File: config.mk
export PLATFORM = sky130hd
export DESIGN_NAME = slg_top
export DESIGN_NICKNAME = d
export VERILOG_FILES = /design/src/design/slg_pkg.sv /design/src/design/slg_gain_decode.sv /design/src/design/slg_top.sv
export SDC_FILE = /design/constraint.sdc
export NUM_CORES = 1
export LEC_CHECK = 0
export ABC_CLOCK_PERIOD_IN_PS = 2000
export BUFFER_PORTS_ARGS = -buffer_cell sky130_fd_sc_hd__buf_4
export CORE_UTILIZATION = 23
export CTS_CLUSTER_DIAMETER = 100
export DETAILED_ROUTE_END_ITERATION = 6
export PLACE_DENSITY = 0.56
export SLEW_MARGIN = 0
export SYNTH_ARGS = -nofsm -noshare
export SYNTH_HDL_FRONTEND = slang
export SYNTH_SLANG_ARGS = --single-unit
File: constraint.sdc
create_clock -name ref_clk -period 2 [get_ports ref_clk]
set_input_delay 0.1 -clock ref_clk [delete_from_list [all_inputs] [get_ports ref_clk]]
set_output_delay 0.1 -clock ref_clk [all_outputs]
set_load 0.1 [all_outputs]
File: src/design/slg_pkg.sv
// constants for the symbol loop gain and lag-initialization block
package slg_pkg;
	// destination addresses on the 8-bit control interface
	localparam logic [7:0] SLG_ADDR_GAIN_ACQ = 8'h11;
	localparam logic [7:0] SLG_ADDR_GAIN_TRK = 8'h12;
	localparam logic [7:0] SLG_ADDR_LAG_INIT = 8'h13;
	localparam logic [7:0] SLG_ADDR_STATUS   = 8'h00;
	// gain register field positions
	localparam int SLG_LEAD_MANT_HI = 17;
	localparam int SLG_LEAD_MANT_LO = 14;
	localparam int SLG_LEAD_EXP_HI  = 13;
	localparam int SLG_LEAD_EXP_LO  = 9;
	localparam int SLG_LAG_MANT_HI  = 8;
	localparam int SLG_LAG_MANT_LO  = 5;
	localparam int SLG_LAG_EXP_HI   = 4;
	localparam int SLG_LAG_EXP_LO   = 0;
	localparam int SLG_GAIN_USED_HI = 17;
	// widths
	localparam int SLG_ACC_W   = 40;
	localparam int SLG_HOLD_W  = 32;
	localparam int SLG_FRAC_W  = 8;
	localparam int SLG_SHIFT_W = 6;
	localparam int SLG_EXP_BIAS = 32;
	// reset values
	localparam logic [31:0] SLG_GAIN_RST = 32'h0000_0000;
	// status bit position
	localparam int SLG_STAT_LOADED = 0;
	localparam int SLG_STAT_PEND   = 1;
	localparam int SLG_STAT_TRACK  = 2;
	// init state machine
	typedef enum logic [1:0] {
		SLG_IDLE = 2'b00,
		SLG_PEND = 2'b01,
		SLG_DONE = 2'b11
	} slg_init_e;
	// shift right applied for an exponent field: 32 - e
	function automatic logic [5:0] slg_exp_shift(input logic [4:0] e);
		slg_exp_shift = 6'(SLG_EXP_BIAS) - {1'b0, e};
	endfunction
endpackage

File: src/design/slg_gain_decode.sv
// decodes one mantissa/exponent pair into a 6-bit mantissa and a right shift
`timescale 1ns/1ps
module slg_gain_decode
	import slg_pkg::*;
(
	input  wire logic [3:0] mant,      // 4 fractional mantissa bits
	input  wire logic [4:0] expo,      // 5-bit exponent field
	output logic      [5:0] mant_full, // 01.ffff as unsigned value
	output logic      [5:0] shift      // right shift from nco msb
);
	// implied binary 01 ahead of the fraction
	assign mant_full = {2'b01, mant};
	// all ones gives 2^-1, all zeros 2^-32
	assign shift = slg_exp_shift(expo);
endmodule

File: src/design/slg_top.sv
// symbol loop gain registers and lag accumulator initialization
// Contract
// - lead exponent bits 13:9 scale 2^-(32-E)
// - exponent 11111 gives 2^-1, 00000 2^-32
// - lag mantissa bits 8:5 like lead
// - lag exponent bits 4:0 same formula
// - tracking register repeats acquisition field layout
// - init write loads accumulator at next compute
// - holding words to upper 32, low 8 cleared
// - status bit reports lag load complete
// - mantissa is implied 01 plus four fraction
// - accumulator 40 bits, limit clamps, low zeroed
`timescale 1ns/1ps
module slg_top
	import slg_pkg::*;
(
	input  wire logic        ref_clk,       // device clock, 40 MHz
	input  wire logic        rst_n,         // synchronous reset, active low
	input  wire logic [7:0]  addr,          // destination / read address
	input  wire logic        wr_strobe,     // one-cycle write of holding words
	input  wire logic        rd_strobe,     // one-cycle status read
	input  wire logic [31:0] hold_data,     // four holding registers, joined
	output logic      [7:0]  rd_data,       // read data, registered
	input  wire logic        compute_start, // loop filter compute cycle start
	input  wire logic        track_mode,    // 1 = track, 0 = acquire
	input  wire logic        acc_update,    // datapath writes accumulator
	input  wire logic [39:0] acc_next,      // datapath next accumulator
	input  wire logic        limit_hit,     // datapath saw a limit crossing
	input  wire logic [31:0] limit_value,   // limit the datapath clamped to
	output logic      [39:0] lag_acc,       // lag accumulator
	output logic      [5:0]  lead_mant,     // selected lead mantissa 01.ffff
	output logic      [5:0]  lead_shift,    // selected lead right shift
	output logic      [5:0]  lag_mant,      // selected lag mantissa 01.ffff
	output logic      [5:0]  lag_shift,     // selected lag right shift
	output logic             init_busy      // load scheduled, not yet done
);
	import slg_pkg::*;

	// only bits 17:0 of either gain word carry meaning; the rest is dropped
	logic [17:0] gain_acq_q;
	logic [17:0] gain_trk_q;
	logic [17:0] gain_sel;
	logic        track_q;
	slg_init_e   init_q;
	logic        loaded_q;
	logic        wr_init;
	logic        load_now;
	logic [5:0]  lead_mant_d;
	logic [5:0]  lead_shift_d;
	logic [5:0]  lag_mant_d;
	logic [5:0]  lag_shift_d;

	// true when the address equals the given destination address; callers gate it with wr_strobe
	function automatic logic hits(input logic [7:0] a, input logic [7:0] dest);
		hits = (a == dest);
	endfunction

	// an init request is a write to the lag-initialization address; no data is taken
	// from the strobe itself, the holding words are read only when the load fires
	assign wr_init = wr_strobe && hits(addr, SLG_ADDR_LAG_INIT);

	// the load fires on the first compute start after the request was seen;
	// sharing one term keeps the accumulator and the done flag in step
	assign load_now = (init_q == SLG_PEND) && compute_start;

	// gain registers keep only the used bits; reserved and unused are dropped
	always_ff @(posedge ref_clk) begin
		if (!rst_n) begin
			gain_acq_q <= SLG_GAIN_RST[SLG_GAIN_USED_HI:0];
			gain_trk_q <= SLG_GAIN_RST[SLG_GAIN_USED_HI:0];
		end else if (wr_strobe) begin
			if (hits(addr, SLG_ADDR_GAIN_ACQ)) begin
				gain_acq_q <= hold_data[SLG_GAIN_USED_HI:0];
			end
			if (hits(addr, SLG_ADDR_GAIN_TRK)) begin
				gain_trk_q <= hold_data[SLG_GAIN_USED_HI:0];
			end
		end
	end

	// mode is sampled at compute start so the selected gain set switches only between cycles;
	// a mid-cycle mode flip would otherwise mix lead and lag from two sets
	always_ff @(posedge ref_clk) begin
		if (!rst_n) begin
			track_q <= 1'b0;
		end else if (compute_start) begin
			track_q <= track_mode;
		end
	end

	// pick acquisition or tracking set
	assign gain_sel = track_q ? gain_trk_q : gain_acq_q;

	// both sets share one layout, so one decoder pair serves either
	slg_gain_decode u_lead (
		.mant      (gain_sel[SLG_LEAD_MANT_HI:SLG_LEAD_MANT_LO]),
		.expo      (gain_sel[SLG_LEAD_EXP_HI:SLG_LEAD_EXP_LO]),
		.mant_full (lead_mant_d),
		.shift     (lead_shift_d)
	);
	slg_gain_decode u_lag (
		.mant      (gain_sel[SLG_LAG_MANT_HI:SLG_LAG_MANT_LO]),
		.expo      (gain_sel[SLG_LAG_EXP_HI:SLG_LAG_EXP_LO]),
		.mant_full (lag_mant_d),
		.shift     (lag_shift_d)
	);

	// registered gain outputs for the datapath; a gain write reaches them two
	// edges later, once through the gain register and once through these flops
	// reset shows gain word zero: mantissa 01.0000, shift 32 (smallest gain)
	always_ff @(posedge ref_clk) begin
		if (!rst_n) begin
			lead_mant  <= 6'h10;
			lead_shift <= 6'h20;
			lag_mant   <= 6'h10;
			lag_shift  <= 6'h20;
		end else begin
			lead_mant  <= lead_mant_d;
			lead_shift <= lead_shift_d;
			lag_mant   <= lag_mant_d;
			lag_shift  <= lag_shift_d;
		end
	end

	// init sequencer: a write schedules, the next compute start performs it
	// a second request while pending simply stays pending; a request that
	// meets the completing compute start is served by that same load
	always_ff @(posedge ref_clk) begin
		if (!rst_n) begin
			init_q <= SLG_IDLE;
		end else begin
			case (init_q)
				SLG_IDLE: begin
					if (wr_init) begin
						init_q <= SLG_PEND;
					end
				end
				SLG_PEND: begin
					if (compute_start) begin
						init_q <= SLG_DONE;
					end
				end
				SLG_DONE: begin
					init_q <= wr_init ? SLG_PEND : SLG_IDLE;
				end
				default: begin
					init_q <= SLG_IDLE;
				end
			endcase
		end
	end

	// the accumulator samples the holding words only at compute start; host keeps them stable
	// priority: init load, then limit clamp, then the normal datapath update;
	// a clamp or init always leaves the 8 fraction bits at zero
	always_ff @(posedge ref_clk) begin
		if (!rst_n) begin
			lag_acc <= '0;
		end else if (load_now) begin
			lag_acc <= {hold_data, {SLG_FRAC_W{1'b0}}};
		end else if (limit_hit) begin
			lag_acc <= {limit_value, {SLG_FRAC_W{1'b0}}};
		end else if (acc_update) begin
			lag_acc <= acc_next;
		end
	end

	// sticky load-complete flag; a new request clears it, completion wins
	always_ff @(posedge ref_clk) begin
		if (!rst_n) begin
			loaded_q <= 1'b0;
		end else if (load_now) begin
			loaded_q <= 1'b1;
		end else if (wr_init) begin
			loaded_q <= 1'b0;
		end
	end

	// pending indication straight from the sequencer state
	assign init_busy = (init_q == SLG_PEND);

	// status read: loaded, pending, track mode; other addresses read zero
	// and rd_data holds its value between reads
	always_ff @(posedge ref_clk) begin
		if (!rst_n) begin
			rd_data <= 8'h00;
		end else if (rd_strobe) begin
			case (addr)
				SLG_ADDR_STATUS: begin
					rd_data <= {5'b0_0000, track_q, init_busy, loaded_q};
				end
				default: begin
					rd_data <= 8'h00;
				end
			endcase
		end
	end
endmodule

==> results of run 1 <==
## flip-flops by register name, summed over array words and instances, names as in the netlist
name        flops
lag_mant        4
rd_data         3
init_q          2
gain_acq_q     18
lag_shift       6
track_q         1
loaded_q        1
lag_acc        40
gain_trk_q     18
lead_shift      6
lead_mant       4
## final cells by class
class / count / area [um2] / area share (%)
multi-input combinational: 327 / 2360 / 34.6
inverter: 1 / 3.75 / 0.0551
timing repair buffer: 218 / 1730 / 25.5
clock buffer: 9 / 225 / 3.31
clock inverter: 7 / 92.6 / 1.36
tap: 265 / 332 / 4.87
sequential: 103 / 2060 / 30.3
## cells by family (layout without fill, tap and decap cells)
logic type | count (synthesis) | in the layout
AO/OA/AOI/OAI | 54 | 54
XOR/XNOR | 2 | 2
adder cells (fa/ha/maj) | 2 | 2
buffers and inverters | 44 | 235
flip-flops | 103 | 103
multiplexers | 127 | 127
other | 2 | 9
AND/OR/NAND/NOR | 133 | 133
## worst max-delay path: stages, from the launching register on
cell,delay [ns]
dfxtp_1,0.41
buf_4,0.34
mux2_2,0.39
o2111ai_1,0.10
a21bo_2,0.24
## cells in the final DEF, fill, tap and decap left out, types with 2 or more instances in the layout
cell	count
buf_4	191
dfxtp_1	103
mux2i_1	91
nand2_1	72
mux2_2	36
o22ai_1	32
nor2_1	29
dlygate4sd3_1	24
o21ai_0	9
conb_1	9
clkbuf_16	9
nor3_1	7
nor3b_1	5
nand3b_1	5
nand3_1	4
inv_6	4
o2111ai_1	3
and2_1	3
a21oi_1	3
buf_12	3
o2111a_1	2
a21o_1	2
a21bo_2	2
xnor2_1	2
ha_1	2
## metal layers
layer,vias up,track usage (%),share of wire [%]
met5,-,0,0
met4,0,4.20,1.2
met3,12,3.61,6.0
met2,117,23.6,50
met1,1842,15.1,43
li1,2019,-,-
## report_power, final
part	internal, mW	switching [mW]	total, mW	leakage (nW)
clock network	1.01	0.894	1.90	0.156
registers	2.11	0.0307	2.14	0.839
logic	0.407	0.749	1.16	1.94
total	3.53	1.67	5.20	2.94
## worst min path at each step
stage	start	endpoint	slack, ns	cells past startpoint
after floorplan	track_mode	track_q	0.25	2
after detailed placement	acc_next[5]	lag_acc[5]	0.35	3
after CTS	limit_value[16]	lag_acc[24]	0.003	3
final	rd_strobe	rd_data[1]	0.03	3
after global routing	rd_strobe	rd_data[2]	0.03	3
after global placement	acc_next[5]	lag_acc[5]	0.34	3
## cells in the mapped netlist, drive strengths merged, types with 4 or more instances
library cell / n
buf: 25
nor3: 8
mux2: 36
nand3: 4
nand2: 72
mux2i: 91
nor2: 29
nor3b: 5
o21ai: 9
o22ai: 32
clkbuf: 18
nand3b: 5
dfxtp: 103
## timing repair
item	CTS	global route
setup buffers	0	0
hold endpoints to repair	24	0
hold buffers	24	0
## stage by stage
step                hold slack [ns]  std cells
finish                       0.0264        930
global route                 0.0270        930
CTS                         0.00271        930
detailed placement            0.347        890
global placement              0.337        890
floorplan                     0.247        474
==> flow_summary.json, run 1 <==
{
  "status": "completed",
  "path_class": "reg -> reg",
  "place_ws_ns": 0.439,
  "initial_core_util_pct": 23.7,
  "worst_pin_slew_ns": 0.602,
  "critPathLaunchType": "flip-flop",
  "synth.area.top_cells": "dfxtp_1, mux2i_1, mux2_2",
  "synth_area_leader_cell": "dfxtp_1",
  "synth.avg_cell_area_um2": 9.93,
  "slew_headroom_pct": 59.6,
  "wl_per_cell_um": 14.9,
  "via_per_inst": 4.29,
  "grt_remaining_overflow": 0,
  "ios": 193,
  "fillers": 2030,
  "areaGrowthSynthToFinish_pct": 46.8,
  "nets": 782,
  "synthSimpleGateAreaFrac_pct": 13.0,
  "synth_cell_types": 35,
  "drv_cap": 0,
  "num_rows": 51,
  "synth-xor-area-share_pct": 0.378,
  "grt_pass1_vias": 3913,
  "cp-end-kind": "flip-flop",
  "drtIter0Drc": 121,
  "fp.dieW_um": 144,
  "critPathCapture": "lag_shift[3]",
  "clockBufferDepth": 2,
  "seq_area_frac_synth_pct": 44.5,
  "fin_util_pct": 34.7,
  "final_cell_area_um2": 6810,
  "p_total_mw": 5.20,
  "setup_tns_ns": 0,
  "grt_pass1_wl_mm": 20.6,
  "setup_viol": 0,
  "cp_data_required_time_ns": 2.26,
  "postLayoutSetupSlackWorst_ns": 0.423,
  "synth-compound-area-share_pct": 7.61,
  "critPathArrivalTime_ns": 1.84,
  "drc": 0,
  "cp-startpoint": "track_q",
  "cts_tree": "built",
  "core_region_area_um2": 19600,
  "vdd_drop_max_mv": 0.335,
  "grtUsageTotal_pct": 13.2,
  "antenna_cells": 0,
  "clkLatencyLatePin_ns": 0.36,
  "finalCritPeriodShare_pct": 78.9,
  "grt_max_degree": 48,
  "cts-resized-gates": 0,
  "antenna_found_initial": 0,
  "synthMuxAreaShare_pct": 28.4,
  "clock_skew_ns": 0.00705,
  "ant_nets": 0,
  "cts_buffers": 9,
  "synth_warnings": 0,
  "reg2reg_from": "track_q",
  "hold_viol_final": 0,
  "p_leak_nw": 2.94,
  "synth_top_family_by_area": "multiplexers",
  "wl_mm": 13.9,
  "h-tree-depth": 3,
  "numClockSinks": 103,
  "cts_root_buffer": "clkbuf_16",
  "worst_r2r_path_depth": 4,
  "dr.pass1.iters": 4,
  "dpl-instance-area_um2": 6250,
  "vias": 3990,
  "die_h_um": 144,
  "synthAdderAreaFrac_pct": 0.540,
  "synth-edff-count": 0,
  "placement.io_buffers": 183,
  "hold_path.class": "in -> reg",
  "synth_flop_cell": "dfxtp_1",
  "drv_slew": 0,
  "fmax_mhz": 634,
  "layout_min_cycle_time_ns": 1.58,
  "worst_r2r_endpoint": "lag_shift[3]",
  "p_per_area_nw_per_um2": 764,
  "ff2ff_setup_slack_ns": 0.42,
  "synth-seq-cells": 103,
  "gp_congestion": 0.729,
  "post-dp-hpwl_mm": 10.0,
  "final_layout_size_suffix_gt1_share_pct": 38.0,
  "critPathMaxFanout": 26,
  "rsz0062_at_grt": "no",
  "syn-instance-count": 467,
  "synth_area_um2": 4640,
  "ys_async_sr_fraction_pct": 0,
  "clkSlewWorstSetupHoldPaths_ns": 0.08,
  "die_area_um2": 20700,
  "synth.top_cell.area_share_pct": 44.5
}
No activity file was read; power rests on OpenSTA's default activity.
==> run 2: changes to the inputs <==
ABC_AREA = 1   (was not set)
ABC_CLOCK_PERIOD_IN_PS = 1600   (was 2000)
clock period = 1.6 ns   (was 2 ns; I/O delays follow)
==> run 2 against run 1 <==
  * Synthesized area increased by 10%
  * Largest cell class unchanged
  * Non-clock buffer count is 2 lower
  * Critical endpoint is now lag_shift[4]
  * Clock power grew 31%
==> flow_summary.json, run 2 <==
{
  "placement.io_buffers": 183,
  "cts_buffers": 9,
  "clkSlewWorstSetupHoldPaths_ns": 0.08,
  "reg2reg_from": "track_q",
  "cts_tree": "built",
  "seq_area_frac_synth_pct": 40.4,
  "fmax_mhz": 723,
  "synth.avg_cell_area_um2": 6.62,
  "dr.pass1.iters": 4,
  "slowest_delay_ns": 0.38,
  "grtUsageTotal_pct": 14.8,
  "fillers": 2400,
  "synth_area_leader_cell": "dfxtp_1",
  "comb_power_share_pct": 25.3,
  "finalCritPeriodShare_pct": 86.4,
  "synth.most_common_cell": "nand2_1",
  "worst_r2r_path_depth": 9,
  "reg_top3": "lag_acc (40), gain_acq_q (18), gain_trk_q (18)",
  "crit_chain": "inv_2 -> nand2_1 -> nand2_1 -> ha_1 -> inv_1 -> nor2_1 -> nand3_1 -> nand2_1 -> nor2_1",
  "postLayoutSetupSlackWorst_ns": 0.218,
  "synth_cell_types": 25,
  "drv_slew": 0,
  "holdPathStages": 4,
  "cp-startpoint": "track_q",
  "gr-usage-met3_pct": 3.19,
  "hold_viol_final": 0,
  "drtIter0Drc": 287,
  "final_cell_mix": "nand2_1, buf_4, nand3_1, dfxtp_1, nor2_1",
  "met2_usage_pct": 24.5,
  "antenna_found_initial": 0,
  "num_rows": 54,
  "clkLatencyLatePin_ns": 0.36,
  "die_h_um": 151,
  "p_leak_nw": 3.52,
  "final_cell_area_um2": 7180,
  "nets": 1072,
  "vias": 5220,
  "ff2ff_setup_slack_ns": 0.22,
  "wl_per_cell_um": 13.3,
  "vdd_drop_max_mv": 0.477,
  "busiest_layer": "met2",
  "switching_share_pct": 33.8,
  "synth_warnings": 0,
  "post-dp-hpwl_mm": 12.5,
  "ios": 193,
  "synth_area_um2": 5100,
  "synth_flop_cell": "dfxtp_1",
  "clkPwrFrac_pct": 35.6,
  "largest_reg_flops": 40,
  "p_per_area_nw_per_um2": 969,
  "internal-power_mw": 4.61,
  "syn-instance-count": 770,
  "layout_min_cycle_time_ns": 1.38,
  "numClockSinks": 103,
  "final_layout_size_suffix_gt1_share_pct": 26.9,
  "clock_skew_ns": 0.00488,
  "hold_ws_ns": 0.0296,
  "grt_remaining_overflow": 0,
  "clockBufferDepth": 2,
  "critPathMaxFanout": 11,
  "path_common_cell": "nand2_1",
  "rsz0062_at_grt": "no",
  "grt_pass1_wl_mm": 25.8,
  "met1_usage_pct": 19.2,
  "synthTopCellsByCount": "nand2_1, nand3_1, dfxtp_1",
  "gp_congestion": 0.811,
  "cp_data_required_time_ns": 1.85,
  "h-tree-depth": 3,
  "critPathArrivalTime_ns": 1.64,
  "initial_core_util_pct": 23.4,
  "core_region_area_um2": 21800,
  "dpl-instance-area_um2": 6760,
  "pwr-share-seq_pct": 39.0,
  "ys_async_sr_fraction_pct": 0,
  "areaGrowthSynthToFinish_pct": 40.9,
  "die_area_um2": 22800,
  "cp-end-kind": "flip-flop",
  "status": "completed",
  "synth.area.top_cells": "dfxtp_1, nand2_1, nand3_1",
  "worst_r2r_endpoint": "lag_shift[4]",
  "place_ws_ns": 0.0989,
  "cts_root_buffer": "clkbuf_16",
  "final_common_cell": "nand2_1",
  "critPathLaunchType": "flip-flop",
  "ant_nets": 0,
  "grt_pass1_vias": 4834,
  "synth.top_cell.area_share_pct": 40.4,
  "setup_viol": 0,
  "top_register": "lag_acc",
  "drv_cap": 0,
  "via_per_inst": 4.22,
  "drc": 0,
  "fp.dieW_um": 151,
  "synth-edff-count": 0,
  "hold_path.class": "in -> reg",
  "path_class": "reg -> reg",
  "grt_max_degree": 40,
  "wl_mm": 16.4,
  "p_sw_mw": 2.35,
  "synth-seq-cells": 103,
  "critPathCapture": "lag_shift[4]",
  "slowest_stage": "dfxtp_2"
}
==> run 2: cell count changes in the layout (fill, tap and decap cells not counted), sizes merged, moves of 13 or more <==
cell / previous run / this run
mux2i: 91 / 0
nor2: 29 / 114
nand2: 72 / 250
o21ai: 9 / 23
o22ai: 32 / 0
nand3: 4 / 123
dlygate4sd3: 24 / 9
buf: 194 / 207
mux2: 36 / 0
inv: 5 / 50
and2: 3 / 32
==> run 2: layer usage <==
metal  wire length [um]  vias to the layer above
met1               7590                     2330
li1                   -                     2744
met5                  0                        -
met3                767                       19
met2               7740                      127
met4                286                        0
==> run 2: how the worst min path moves through the flow <==
stage / startpoint / end / slack [ns]
floorplan: rd_strobe / rd_data[2] / 0.17
CTS: hold_data[30] / lag_acc[38] / 0.01
global route: hold_data[21] / lag_acc[29] / 0.04
detailed placement: rd_strobe / rd_data[1] / 0.31
global placement: rd_strobe / rd_data[2] / 0.30
finish: hold_data[30] / lag_acc[38] / 0.03
==> run 2: worst max-delay path: cells and delay by family (launching register included) <==
family	cells	cell delay, ns
AND/OR/NAND/NOR	6	0.54
flip-flops	1	0.38
adder cells (fa/ha/maj)	1	0.16
buffers and inverters	2	0.21
==> run 2: what timing repair did <==
item | in CTS | in global routing
setup buffers | 0 | 0
endpoints found under the setup margin | 0 | 2
hold buffers | 9 | 0
hold endpoints to repair | 11 | 0
resized for setup | 0 | 1
==> run 2: stage by stage <==
stage          std cells  total power [mW]  utilization [%]  setup TNS, ns
2_1_floorplan        777              4.00                -          -1.79
3_3_place_gp        1210              4.53             31.1              0
3_5_place_dp        1210              4.54             31.1              0
4_1_cts             1235              7.06             33.0              0
5_1_grt             1235              7.29             33.0              0
6_report            1236              6.96             33.0              0
==> run 2: cell type report <==
type	count	area, um2	share of cell area [%]
flip-flops and latches	103	2060	28.7
inverters	49	184	2.56
well taps	280	350	4.88
repair buffers	216	1690	23.6
clock inverters	6	92.6	1.29
multi-input cells	571	2560	35.6
diodes	1	2.50	0.0348
clock buffers	10	239	3.33
==> run 2: power groups by stage <==
stage,logic (mW),registers [mW],clock network (mW)
floorplan,0.517,3.48,0
global route,1.88,2.73,2.68
CTS,1.78,2.72,2.57
detailed placement,1.76,2.78,0
finish,1.76,2.72,2.48
global placement,1.75,2.78,0
==> run 2: cells by family after synthesis <==
| logic type | Yosys count | share of synthesized area, % |
|---|---|---|
| AOI/OAI and AO/OA | 36 | 3.61 |
| and+or+nand+nor | 524 | 45.1 |
| DFF | 103 | 40.4 |
| other | 2 | 0.147 |
| buffers and inverters | 103 | 10.2 |
| adders and majority gates | 2 | 0.491 |
